===== config.mk =====
export PLATFORM = sky130hd
export DESIGN_NAME = spi_eeprom_serial_front_end
export DESIGN_NICKNAME = d
export VERILOG_FILES = /design/src/verilog/spi_fe_pkg.sv /design/src/verilog/spi_eeprom_serial_front_end.sv /design/src/verilog/byte_buffer.sv
export SDC_FILE = /design/constraint.sdc
export NUM_CORES = 1
export LEC_CHECK = 0
export ABC_AREA = 1
export BUFFER_PORTS_ARGS = -buffer_cell sky130_fd_sc_hd__buf_4
export CAP_MARGIN = 25
export CORE_MARGIN = 4
export CORE_UTILIZATION = 47
export CTS_CLUSTER_DIAMETER = 120
export DETAILED_ROUTE_END_ITERATION = 10
export PLACE_DENSITY = 0.68
export SYNTH_ARGS = -nofsm -noshare
export SYNTH_HDL_FRONTEND = slang
export SYNTH_SLANG_ARGS = --single-unit

===== constraint.sdc =====
create_clock -name clock_i -period 5.9 [get_ports clock_i]
set_input_delay 1.18 -clock clock_i [delete_from_list [all_inputs] [get_ports clock_i]]
set_output_delay 1.18 -clock clock_i [all_outputs]
set_load 0.1 [all_outputs]

===== src/verilog/spi_fe_pkg.sv =====
// Purpose: Shared constants for the serial EEPROM front end.
// Assumes: Nothing beyond plain SystemVerilog.
// Notes: Memory sizes describe the array that sits behind this front end.
package spi_fe_pkg;
    // Byte-wide array: number of locations and width of one location.
    localparam int MEM_BYTES = 131072;
    localparam int MEM_ADDR_W = 17;
    localparam int BYTE_W = 8;
    // Separate lockable identification page.
    localparam int ID_PAGE_BYTES = 256;
    localparam int ID_ADDR_W = 8;
    // Depth of the receive buffer between the serial side and the core.
    localparam int RX_BUF_DEPTH = 2;
    // Synchroniser length for every pin input.
    localparam int SYNC_STAGES = 2;
    // Reset values.
    localparam logic [2:0] BIT_CNT_RST = 3'h0;
    localparam logic [7:0] BYTE_RST = 8'h00;
    localparam logic [1:0] PROT_SIZE_RST = 2'h0;
    // Serial bit counter value that marks the last bit of a byte.
    localparam logic [2:0] BIT_LAST = 3'h7;
    // Front end states.
    typedef enum logic [3:0] {
        ST_IDLE   = 4'b0001,
        ST_OPCODE = 4'b0010,
        ST_DATA   = 4'b0100,
        ST_WAIT   = 4'b1000
    } fe_state_e;
endpackage


===== src/verilog/spi_eeprom_serial_front_end.sv =====
// Purpose: Serial slave front end of a byte-organised SPI EEPROM.
// Assumes: Pins arrive asynchronously and are oversampled by clock_i.
// Notes: The instruction decoder lives in the core; it answers per opcode.
// Function
// RQ1 - Serial output changes on clock falling edges.
// RQ2 - Serial input captured on clock rising edges.
// RQ3 - Select high: deselected, output high impedance.
// RQ4 - Standby when deselected unless write running.
// RQ5 - Ignore instructions until first select falling edge.
// RQ6 - Pause: selected, output off, inputs ignored.
// RQ7 - Master pauses only while device selected.
// RQ8 - Master holds write-protect steady during writes.
// RQ9 - Write-protect freezes protected region size bits.
// RQ10 - Bytes are assembled most significant bit first.
// RQ11 - First bit taken on first rise after select.
// RQ12 - Read output starts first fall after instruction.
// RQ13 - Master uses mode zero or mode three.
// RQ14 - Same edges in both modes, no configuration.
// RQ15 - Array is 131072 byte-wide locations.
// RQ16 - Separate 256-byte lockable identification page.
// RQ17 - Unknown instruction: ignore bus until deselected.
// RQ18 - Deselect while paused resets logic except flags.
// RQ19 - Pause starts only when clock already low.
// RQ20 - Master raises select between last and next rise.
// RQ21 - After pause, shifting resumes at same bit.
`timescale 1ns/1ps
module spi_eeprom_serial_front_end
    import spi_fe_pkg::*;
#(
    parameter int MEM_LOCATIONS = spi_fe_pkg::MEM_BYTES,
    parameter int ID_LOCATIONS = spi_fe_pkg::ID_PAGE_BYTES
) (
    // Clock and reset.
    input wire logic clock_i,
    input wire logic resetn_i,
    // Serial pins.
    input wire logic sclk_i,
    input wire logic cs_n_i,
    input wire logic sdi_i,
    output logic sdo_o,
    output logic sdo_oe_o,
    input wire logic hold_n_i,
    input wire logic wp_n_i,
    // Received bytes towards the core.
    output logic rx_valid_o,
    input wire logic rx_ready_i,
    output logic [spi_fe_pkg::BYTE_W-1:0] rx_data_o,
    output logic rx_overrun_o,
    // Opcode report and the core's verdict on it.
    output logic opcode_valid_o,
    output logic [spi_fe_pkg::BYTE_W-1:0] opcode_o,
    input wire logic instr_known_i,
    input wire logic instr_read_i,
    // Bytes to send for read-type instructions.
    input wire logic [spi_fe_pkg::BYTE_W-1:0] tx_data_i,
    output logic tx_ready_o,
    // Frame and power state.
    output logic selected_o,
    output logic frame_end_o,
    output logic paused_o,
    output logic standby_o,
    input wire logic write_busy_i,
    // Protected region size bits.
    input wire logic prot_wr_i,
    input wire logic prot_size_hi_i,
    input wire logic prot_size_lo_i,
    output logic prot_size_hi_o,
    output logic prot_size_lo_o
);
    import spi_fe_pkg::*;

    // The array behind this front end is fixed in size.
    initial begin
        if (MEM_LOCATIONS != MEM_BYTES || ID_LOCATIONS != ID_PAGE_BYTES) begin // RQ15 RQ16
            $error("spi_eeprom_serial_front_end: unsupported array size.");
        end
    end

    // Two-flop synchronisers; only the second stage is read. Select starts
    // low in the chain, so a select held low through reset shows no fall.
    logic [4:0] pin_meta_reg;
    logic [4:0] pin_sync_reg;
    always_ff @(posedge clock_i or negedge resetn_i) begin
        if (!resetn_i) begin
            pin_meta_reg <= 5'h1a;
            pin_sync_reg <= 5'h1a;
        end else begin
            pin_meta_reg <= {wp_n_i, hold_n_i, cs_n_i, sdi_i, sclk_i};
            pin_sync_reg <= pin_meta_reg;
        end
    end

    logic sclk_s;
    logic sdi_s;
    logic cs_n_s;
    logic hold_n_s;
    logic wp_n_s;
    assign {wp_n_s, hold_n_s, cs_n_s, sdi_s, sclk_s} = pin_sync_reg;

    // Previous levels for edge detection. Select resets to low so that a
    // select already low at power-up does not look like a falling edge.
    logic sclk_prev_reg;
    logic cs_n_prev_reg;
    always_ff @(posedge clock_i or negedge resetn_i) begin
        if (!resetn_i) begin
            sclk_prev_reg <= 1'b0;
            cs_n_prev_reg <= 1'b0;
        end else begin
            sclk_prev_reg <= sclk_s;
            cs_n_prev_reg <= cs_n_s;
        end
    end

    logic cs_fall;
    logic cs_rise;
    logic sclk_rise;
    logic sclk_fall;
    assign cs_fall = cs_n_prev_reg && !cs_n_s;
    assign cs_rise = !cs_n_prev_reg && cs_n_s;
    // Edges are taken from the pin alone, so idle-low and idle-high masters
    // both work without a mode setting.
    assign sclk_rise = !sclk_prev_reg && sclk_s; // RQ14
    assign sclk_fall = sclk_prev_reg && !sclk_s; // RQ14

    // Armed after the first select falling edge since reset.
    logic armed_reg;
    always_ff @(posedge clock_i or negedge resetn_i) begin
        if (!resetn_i) begin
            armed_reg <= 1'b0;
        end else if (cs_fall) begin
            armed_reg <= 1'b1; // RQ5
        end
    end

    logic active;
    assign active = armed_reg && !cs_n_s; // RQ4 RQ5

    // Pause: entered only on a hold fall while the clock is low, left when
    // hold returns high. Deselect clears it with the rest of the frame.
    logic paused_reg;
    logic hold_prev_reg;
    always_ff @(posedge clock_i or negedge resetn_i) begin
        if (!resetn_i) begin
            paused_reg <= 1'b0;
            hold_prev_reg <= 1'b1;
        end else begin
            hold_prev_reg <= hold_n_s;
            if (!active) begin
                paused_reg <= 1'b0; // RQ18
            end else if (hold_prev_reg && !hold_n_s && !sclk_s) begin
                paused_reg <= 1'b1; // RQ19
            end else if (hold_n_s) begin
                paused_reg <= 1'b0;
            end
        end
    end

    // Clock edges count only while selected and not paused; counters are
    // simply frozen during a pause so no bit is lost or repeated.
    logic take_rise;
    logic take_fall;
    assign take_rise = active && !paused_reg && sclk_rise; // RQ6 RQ21
    assign take_fall = active && !paused_reg && sclk_fall; // RQ6 RQ21

    // Frame state.
    fe_state_e state_reg;
    logic [2:0] bit_cnt_reg;
    logic [7:0] rx_shift_reg;
    logic byte_done;
    logic [7:0] byte_next;
    assign byte_next = {rx_shift_reg[6:0], sdi_s}; // RQ10
    assign byte_done = take_rise && (bit_cnt_reg == BIT_LAST) &&
                       (state_reg != ST_WAIT) && (state_reg != ST_IDLE);

    // Input shifter: the very first rise after select carries bit 7.
    always_ff @(posedge clock_i or negedge resetn_i) begin
        if (!resetn_i) begin
            bit_cnt_reg <= BIT_CNT_RST;
            rx_shift_reg <= BYTE_RST;
        end else if (!active) begin
            bit_cnt_reg <= BIT_CNT_RST; // RQ18
        end else if (take_rise && state_reg != ST_WAIT) begin
            rx_shift_reg <= byte_next; // RQ2 RQ11
            bit_cnt_reg <= bit_cnt_reg + 3'h1;
        end
    end

    // Read phase is decided at the first fall after the opcode byte.
    logic opcode_seen_reg;
    logic read_phase_reg;
    always_ff @(posedge clock_i or negedge resetn_i) begin
        if (!resetn_i) begin
            state_reg <= ST_IDLE;
            opcode_seen_reg <= 1'b0;
            read_phase_reg <= 1'b0;
        end else if (!active) begin
            state_reg <= ST_IDLE;
            opcode_seen_reg <= 1'b0;
            read_phase_reg <= 1'b0;
        end else begin
            case (state_reg)
                ST_IDLE: begin
                    state_reg <= ST_OPCODE;
                end
                ST_OPCODE: begin
                    if (byte_done) begin
                        opcode_seen_reg <= 1'b1;
                    end
                    if (opcode_seen_reg && take_fall) begin
                        if (!instr_known_i) begin
                            state_reg <= ST_WAIT; // RQ17
                        end else begin
                            state_reg <= ST_DATA;
                            read_phase_reg <= instr_read_i; // RQ12
                        end
                    end
                end
                ST_DATA: begin
                    state_reg <= ST_DATA;
                end
                ST_WAIT: begin
                    state_reg <= ST_WAIT; // RQ17
                end
                default: begin
                    state_reg <= ST_IDLE;
                end
            endcase
        end
    end

    // Opcode report, one-cycle strobe with a held value.
    always_ff @(posedge clock_i or negedge resetn_i) begin
        if (!resetn_i) begin
            opcode_valid_o <= 1'b0;
            opcode_o <= BYTE_RST;
        end else begin
            opcode_valid_o <= byte_done && !opcode_seen_reg && state_reg == ST_OPCODE;
            if (byte_done && !opcode_seen_reg) begin
                opcode_o <= byte_next; // RQ10
            end
        end
    end

    // Received bytes go through the buffer; the master cannot be stalled,
    // so a byte arriving while the buffer is full is flagged as overrun.
    logic buf_in_ready;
    byte_buffer #(
        .WIDTH(BYTE_W),
        .DEPTH(RX_BUF_DEPTH)
    ) u_rx_buf (
        .clock_i(clock_i),
        .resetn_i(resetn_i),
        .in_valid_i(byte_done),
        .in_ready_o(buf_in_ready),
        .in_data_i(byte_next),
        .out_ready_i(rx_ready_i),
        .out_valid_o(rx_valid_o),
        .out_data_o(rx_data_o),
        .flush_i(cs_fall)
    );

    // Overrun is sticky until the next frame starts.
    always_ff @(posedge clock_i or negedge resetn_i) begin
        if (!resetn_i) begin
            rx_overrun_o <= 1'b0;
        end else if (byte_done && !buf_in_ready) begin
            rx_overrun_o <= 1'b1;
        end else if (cs_fall) begin
            rx_overrun_o <= 1'b0;
        end
    end

    // Output shifter: a new byte is loaded at every eighth fall.
    logic [2:0] tx_cnt_reg;
    logic [7:0] tx_shift_reg;
    logic tx_load;
    logic tx_fall;
    assign tx_fall = take_fall && (read_phase_reg ||
        (state_reg == ST_OPCODE && opcode_seen_reg && instr_known_i && instr_read_i));
    assign tx_load = tx_fall && (tx_cnt_reg == BIT_CNT_RST);
    assign tx_ready_o = tx_load;
    always_ff @(posedge clock_i or negedge resetn_i) begin
        if (!resetn_i) begin
            tx_cnt_reg <= BIT_CNT_RST;
            tx_shift_reg <= BYTE_RST;
            sdo_o <= 1'b0;
        end else if (!active) begin
            tx_cnt_reg <= BIT_CNT_RST;
        end else if (tx_fall) begin
            tx_cnt_reg <= tx_cnt_reg + 3'h1;
            if (tx_load) begin
                sdo_o <= tx_data_i[7]; // RQ1 RQ12
                tx_shift_reg <= {tx_data_i[6:0], 1'b0};
            end else begin
                sdo_o <= tx_shift_reg[7]; // RQ1 RQ10
                tx_shift_reg <= {tx_shift_reg[6:0], 1'b0};
            end
        end
    end

    // Driver enable: off while deselected, paused or not reading.
    logic tx_started_reg;
    always_ff @(posedge clock_i or negedge resetn_i) begin
        if (!resetn_i) begin
            tx_started_reg <= 1'b0;
        end else if (!active) begin
            tx_started_reg <= 1'b0;
        end else if (tx_load) begin
            tx_started_reg <= 1'b1;
        end
    end
    assign sdo_oe_o = active && !paused_reg && tx_started_reg; // RQ3 RQ6

    // Protected size bits only move while write-protect is high.
    always_ff @(posedge clock_i or negedge resetn_i) begin
        if (!resetn_i) begin
            {prot_size_hi_o, prot_size_lo_o} <= PROT_SIZE_RST;
        end else if (prot_wr_i && wp_n_s) begin
            {prot_size_hi_o, prot_size_lo_o} <= {prot_size_hi_i, prot_size_lo_i}; // RQ9
        end
    end

    // Status outputs. A select rise before arming is the synchroniser
    // leaving its reset level, not the end of a frame.
    assign selected_o = active;
    assign paused_o = paused_reg;
    assign frame_end_o = cs_rise && armed_reg; // RQ5
    assign standby_o = cs_n_s && !write_busy_i; // RQ4
endmodule


===== src/verilog/byte_buffer.sv =====
// Purpose: Small valid/ready buffer that holds received bytes for the core.
// Assumes: Both sides on the same clock.
// Notes: Full and empty are exact; a push while full is refused.
`timescale 1ns/1ps
module byte_buffer #(
    parameter int WIDTH = 8,
    parameter int DEPTH = 2
) (
    // Clock and reset.
    input wire logic clock_i,
    input wire logic resetn_i,
    // Filling side.
    input wire logic in_valid_i,
    output logic in_ready_o,
    input wire logic [WIDTH-1:0] in_data_i,
    // Draining side.
    input wire logic out_ready_i,
    output logic out_valid_o,
    output logic [WIDTH-1:0] out_data_o,
    // Flush, clears every entry.
    input wire logic flush_i
);
    localparam int AW = (DEPTH > 1) ? $clog2(DEPTH) : 1;

    // The pointer arithmetic below wraps naturally only for powers of two.
    initial begin
        if (DEPTH < 2 || (DEPTH & (DEPTH - 1)) != 0) begin
            $error("byte_buffer: DEPTH must be a power of two, at least 2.");
        end
    end

    logic [WIDTH-1:0] mem_reg [DEPTH];
    logic [AW:0] wr_ptr_reg;
    logic [AW:0] rd_ptr_reg;
    logic push;
    logic pop;
    logic [AW:0] rd_ptr_next;

    // Full when pointers differ only in the wrap bit; empty when equal.
    assign in_ready_o = !((wr_ptr_reg[AW] != rd_ptr_reg[AW]) &&
                          (wr_ptr_reg[AW-1:0] == rd_ptr_reg[AW-1:0]));
    assign out_valid_o = (wr_ptr_reg != rd_ptr_reg);
    assign push = in_valid_i && in_ready_o;
    assign pop = out_valid_o && out_ready_i;
    // Head position after this cycle's pop.
    assign rd_ptr_next = rd_ptr_reg + {{AW{1'b0}}, pop};

    // Storage has no reset; nothing reads an entry before it is written.
    always_ff @(posedge clock_i) begin
        if (push) begin
            mem_reg[wr_ptr_reg[AW-1:0]] <= in_data_i;
        end
    end

    // Pointers.
    always_ff @(posedge clock_i or negedge resetn_i) begin
        if (!resetn_i) begin
            wr_ptr_reg <= '0;
            rd_ptr_reg <= '0;
        end else if (flush_i) begin
            wr_ptr_reg <= '0;
            rd_ptr_reg <= '0;
        end else begin
            if (push) begin
                wr_ptr_reg <= wr_ptr_reg + 1'b1;
            end
            if (pop) begin
                rd_ptr_reg <= rd_ptr_reg + 1'b1;
            end
        end
    end

    // Output register shows the head in the cycle valid does. A byte pushed
    // into an emptying buffer bypasses the array, whose write lands only now.
    always_ff @(posedge clock_i or negedge resetn_i) begin
        if (!resetn_i) begin
            out_data_o <= '0;
        end else if (push && wr_ptr_reg[AW-1:0] == rd_ptr_next[AW-1:0]) begin
            out_data_o <= in_data_i;
        end else begin
            out_data_o <= mem_reg[rd_ptr_next[AW-1:0]];
        end
    end
endmodule


==> run_results.csv, run 1 <==
group,metric,value,unit
flow_run,maxCapViolCount,0,
timing,finalSetupViolations,0,
power,p_leak,2.03,nW
yosys,synth-adder-area-share,1.46,%
clock_tree,cts_tree,"yes",
timing,skew,12.5,ps
clock_tree,cts_inserted_buffers,9,
cells_and_area,utilization,58.9,%
global_routing,track_usage,16.7,%
clock_tree,cts_resized,0,
clock_tree,cts_root_buffer,"clkbuf_8",
die,coreArea,6940,µm²
power,p_sw_share,39.5,%
cells_and_area,final_cell_mix,"nand2_1, dfrtp_1, buf_4",
power,p_comb_share,31.3,%
die,die_h,93.4,µm
global_routing,grt_pass1_wl,11.3,mm
yosys,ys.flop_type,"dfrtp_1",
cells_and_area,nets,423,
power,p_int,0.000990,W
die,initial_core_util,49.3,%
yosys,yosys.area_share.simple,23.2,%
yosys,yosysSeqAreaShare,63.3,%
clock_tree,clk_pin_slew,90,ps
cells_and_area,drive_above_1_share,22.4,%
clock_tree,clkLatencyLatePin,360,ps
worst_setup_path,reg2regPathDepth,7,
cells_and_area,syn2layout_area_growth,19.5,%
placed_design,dp_hpwl,4.46,mm
hold_path,whs_path_depth,0,
yosys,synth_xor_area_share,0.511,%
power,worst_ir_drop_vdd,161,µV
worst_setup_path,endpoint_kind,"output port",
power,p_total,0.00164,W
drt,vias_per_cell,4.86,
timing,min_period,3620,ps
timing,holdWs,351,ps
placed_design,gp_congestion,0.752,
drt,drtAntennaViolNets,0,
yosys,synth.avg_cell_area,9.96,µm²
worst_setup_path,worst-path-stages,8,
cells_and_area,n_antenna_cell,0,
worst_setup_path,crit_family,"simple AND/OR/NAND/NOR gates",
yosys,yosys_register_bits,83,
clock_tree,cts_sinks,83,
worst_setup_path,critPathKind,"in -> out",
timing,hold_viol_final,0,
cells_and_area,nFillCells,609,
cells_and_area,layout_commonest_cell,"nand2_1",
clock_tree,cts-htree-levels,3,
clock_tree,postCtsSetupBuffers,0,
global_routing,grt-ovfl-total,0,
timing,slew_headroom,45.3,%
die,pin_count,50,
yosys,synthCells,344,
power,pwr-share-clk,26.8,%
clock_tree,cts_buffer_depth,2,
hold_path,hold_path.class,"reg -> reg",
timing,period_share,61.3,%
worst_setup_path,startpoint_type,"input pin",
worst_setup_path,crit_path_top_delay_cell,"buf_4",
yosys,muxShareOfSynthArea,1.64,%
drt,wl,6.45,mm
yosys,synth-compound-area-share,5.51,%
global_routing,antenna_found_initial,0,
yosys,synthDistinctLibCells,30,
yosys,synth_edf_count,16,
worst_setup_path,crit_top_cell,"nand2_1",
die,die_area,8720,µm²
clock_tree,hold_buffers,0,
worst_setup_path,crit_buf_inv,3,
yosys,syn_nets,370,
timing,setup-tns-final,0,ps
cells_and_area,seqCellArea,2170,µm²
power,p_switching,0.000647,W
timing,rsz0062_at_grt,"false",
timing,max_freq,276,MHz
yosys,async_flop_share,80.7,%
worst_setup_path,crit_arrival,2440,ps
global_routing,first_global_vias,2489,
power,powerDensity,400,nW/µm²
placed_design,port_buffers,49,
drt,remaining_drc_errors,0,
global_routing,grt_max_degree,68,
die,rows,30,
drt,avgRoutedWirePerCell,13.0,µm
worst_setup_path,crit_chain,"buf_4 -> inv_1 -> nor2_1 -> nand2_1 -> nand2_1 -> nand2_1 -> nor2_1 -> buf_4",
run_status,outcome,"finished, final reports clean",
drt,vias,2419,
yosys,syn_area,3430,µm²
worst_setup_path,crit_path_max_incr_delay,320,ps
drt,drtIter0Drc,195,
timing,slew_viol_final,0,
yosys,yosys_warnings,0,
die,die_w,93.4,µm
drt,drtPass1Iterations,4,
cells_and_area,multi_input_area,1110,µm²
timing,worst_pin_slew,820,ps
worst_setup_path,crit_required,4720,ps
worst_setup_path,cp_max_fo,13,
yosys,synth_top_family_by_area,"simple AND/OR/NAND/NOR gates",
power,seq_power_share,42.0,%
cells_and_area,largest_reg_flops,16,
[kinds of logic (layout without fill, tap and decap cells)]
family / count (synthesis) / after routing
AND/OR/NAND/NOR: 176 / 176
buffers and inverters: 37 / 95
adder cells (fa/ha/maj): 4 / 4
multiplexers: 5 / 5
AO/OA/AOI/OAI: 37 / 37
flip-flops: 83 / 83
XOR/XNOR: 2 / 2
[through the flow]
| stage | setup WS [ps] | area [µm²] | std cells |
|---|---|---|---|
| after global routing | 2120 | 4090 | 498 |
| final | 2280 | 4090 | 498 |
| after floorplan | 1840 | 3430 | 344 |
| after global placement | 2310 | 3880 | 482 |
| after detailed placement | 2290 | 3880 | 482 |
| after CTS | 2270 | 4090 | 498 |
[metal layers]
metal	vias to the layer above	routed length (µm)	share of wire, %	global-route usage [%]
li1	1222	-	-	-
met1	1139	2880	45	21.4
met2	45	3120	48	26.7
met3	13	304	4.7	3.06
met4	0	151	2.3	9.16
met5	-	0	0	0
[cells in the mapped netlist, types with 2 or more instances]
library cell  instances  area [µm²]
ha_1                  4        50.1
nand2_2               2        12.5
buf_2                 2        10.0
dfrtp_1              59        1480
clkbuf_1              3        11.3
o21ai_0              28         140
nor2_1               13        48.8
nand4_1               4        25.0
inv_2                 2        7.51
nor2_4                2        22.5
nand2_1             115         432
mux2_2                5        56.3
a21oi_1               8        40.0
inv_1                27         101
edfxtp_1             16         480
nand3_1              29         145
xor2_1                2        17.5
nand4_2               2        25.0
dfstp_2               8         210
nor3_1                2        10.0
nand3b_1              2        15.0
[power groups by stage]
| stage | clock, W | combinational (W) | sequential, W |
|---|---|---|---|
| 2_1_floorplan | 0 | 0.000183 | 0.000910 |
| 3_3_place_gp | 0 | 0.000509 | 0.000696 |
| 3_5_place_dp | 0 | 0.000514 | 0.000699 |
| 4_1_cts | 0.000450 | 0.000515 | 0.000687 |
| 5_1_grt | 0.000480 | 0.000550 | 0.000697 |
| 6_report | 0.000438 | 0.000512 | 0.000687 |
[path summary, 6_finish.rpt]
path	startpoint	end	slack [ps]
min in group asynchronous	resetn_i	u_rx_buf.out_data_o[3]	910
worst min register to register	pin_meta_reg[1]	pin_sync_reg[1]	350
worst max register to register	pin_sync_reg[2]	u_rx_buf.mem_reg[1][6]	3480
max in group asynchronous	resetn_i	read_phase_reg	4440
worst min-delay path	pin_meta_reg[1]	pin_sync_reg[1]	350
worst max-delay path	instr_known_i	tx_ready_o	2280
[layout make-up]
type	instances	share of cell area [%]
repair buffers	49	8.99
clock inverters	7	2.26
inverters	30	2.75
flip-flops and latches	83	53.0
clock buffers	9	3.03
well taps	96	2.93
multi-input cells	224	27.1
[worst register-to-register path: stages (launching register included)]
cell and delay [ps]:
dfrtp_1 420, inv_1 150, nand2_1 190, nor2_1 190, nand3b_1 90, nor2_1 240
nand3_1 210, nor2_1 580
No activity file was read; power rests on OpenSTA's default activity.
==> inputs of run 2 (changes only) <==
PLACE_DENSITY = 0.7   (was 0.68)
clock period = 3.2 ns   (was 5.9 ns; I/O delays follow)
==> run_results.csv, run 2 (same netlist as run 1, synthesis figures left out) <==
group,metric,value,unit
die,coreArea,6940,µm²
cells_and_area,largest_reg_flops,16,
placed_design,port_buffers,49,
timing,finalSetupViolations,0,
power,p_switching,0.00117,W
cells_and_area,nFillCells,597,
clock_tree,cts_inserted_buffers,9,
timing,holdWs,355,ps
clock_tree,postCtsSetupBuffers,0,
timing,hold_viol_final,0,
clock_tree,clk_pin_slew,80,ps
global_routing,antenna_found_initial,0,
drt,drtIter0Drc,150,
power,p_int,0.00171,W
flow_run,maxCapViolCount,0,
timing,slew_headroom,44.9,%
placed_design,gp_congestion,0.757,
cells_and_area,layout_commonest_cell,"nand2_1",
timing,setup-tns-final,0,ps
cells_and_area,utilization,58.5,%
worst_setup_path,crit_required,2560,ps
cells_and_area,drive_above_1_share,22.6,%
global_routing,track_usage,15.9,%
die,die_area,8720,µm²
global_routing,first_global_vias,2343,
timing,min_period,2760,ps
cells_and_area,fin_cells,498,
timing,period_share,86.2,%
timing,worst_pin_slew,826,ps
placed_design,dp_hpwl,4.60,mm
drt,remaining_drc_errors,0,
clock_tree,cts_tree,"yes",
clock_tree,cts_buffer_depth,2,
worst_setup_path,critPathKind,"reg -> out",
cells_and_area,n_antenna_cell,0,
worst_setup_path,startpoint_type,"flop",
power,worst_ir_drop_vdd,255,µV
timing,slew_viol_final,0,
power,p_leak,2.01,nW
die,initial_core_util,49.3,%
hold_path,hold_path.class,"reg -> reg",
power,p_comb_share,32.6,%
die,pin_count,50,
cells_and_area,syn2layout_area_growth,18.5,%
drt,wl,6.37,mm
power,powerDensity,710,nW/µm²
clock_tree,clkLatencyLatePin,340,ps
worst_setup_path,crit_arrival,2120,ps
global_routing,grt_max_degree,68,
worst_setup_path,cp_max_fo,13,
clock_tree,hold_buffers,0,
worst_setup_path,endpoint_kind,"output port",
clock_tree,cts-htree-levels,3,
die,die_h,93.4,µm
drt,drtAntennaViolNets,0,
power,p_sw_share,40.6,%
drt,avgRoutedWirePerCell,12.8,µm
placed_design,dp_cells,482,
die,rows,30,
timing,rsz0062_at_grt,"false",
clock_tree,cts_resized,0,
run_status,outcome,"finished, final reports clean",
clock_tree,cts_root_buffer,"clkbuf_8",
global_routing,grt_pass1_wl,10.8,mm
global_routing,grt-ovfl-total,0,
timing,max_freq,362,MHz
drt,drtPass1Iterations,4,
die,die_w,93.4,µm
power,pwr-share-clk,23.5,%
clock_tree,cts_sinks,83,
timing,skew,6.89,ps
power,seq_power_share,43.9,%
cells_and_area,final_cell_mix,"nand2_1, dfrtp_1, buf_4",
drt,vias,2419,
drt,vias_per_cell,4.86,
cells_and_area,nets,423,
run 2: worst paths after layout:
path	cells after the start	startpoint	to	slack, ps
worst max register to register	7	pin_sync_reg[2]	u_rx_buf.mem_reg[0][2]	920
worst max-delay path	8	state_reg[2]	tx_ready_o	440
min in group asynchronous	1	resetn_i	u_rx_buf.wr_ptr_reg[0]	390
max in group asynchronous	1	resetn_i	state_reg[2]	2270
worst min-delay path	0	pin_meta_reg[0]	pin_sync_reg[0]	350
worst min register to register	0	pin_meta_reg[0]	pin_sync_reg[0]	350
run 2: layer usage:
| metal | wire, µm | part of all wire [%] | global-route usage (%) |
|---|---|---|---|
| met1 | 2800 | 44 | 21.1 |
| met2 | 3250 | 51 | 25.2 |
| met3 | 284 | 4.5 | 4.34 |
| met4 | 36 | 0.57 | 5.62 |
| met5 | 0 | 0 | 0 |
run 2: power groups by stage:
stage | logic (W) | clock network, W | registers (W)
after global routing | 0.00101 | 0.000751 | 0.00128
after CTS | 0.000946 | 0.000695 | 0.00127
final | 0.000940 | 0.000676 | 0.00127
after floorplan | 0.000337 | 0 | 0.00168
after detailed placement | 0.000945 | 0 | 0.00129
after global placement | 0.000935 | 0 | 0.00129
run 2: cell type report:
class                           count  area (µm²)  area share [%]
Timing Repair Buffer               49         368            9.06
Multi-Input combinational cell    224        1110            27.4
Inverter                           30         113            2.77
Sequential cell                    83        2170            53.4
Tap cell                           96         120            2.96
Clock inverter                      4        25.0           0.617
Clock buffer                       12         155            3.82
run 2: worst max-delay path, cell delays in order, from the launching register on:
cell and delay, ps:
dfrtp_1 390, nor2_1 130, nand3_1 120, nor2_1 220, nand2_1 80, nand2_1 110
nand2_1 250, nor2_2 180, buf_4 310
run 2: stage by stage:
step | worst slack [ps] | cell area [µm²] | total power [W]
2_1_floorplan | 5.77 | 3430 | 0.00201
3_3_place_gp | 707 | 3880 | 0.00222
3_5_place_dp | 693 | 3880 | 0.00223
4_1_cts | 425 | 4060 | 0.00291
5_1_grt | 235 | 4060 | 0.00304
6_report | 440 | 4060 | 0.00288
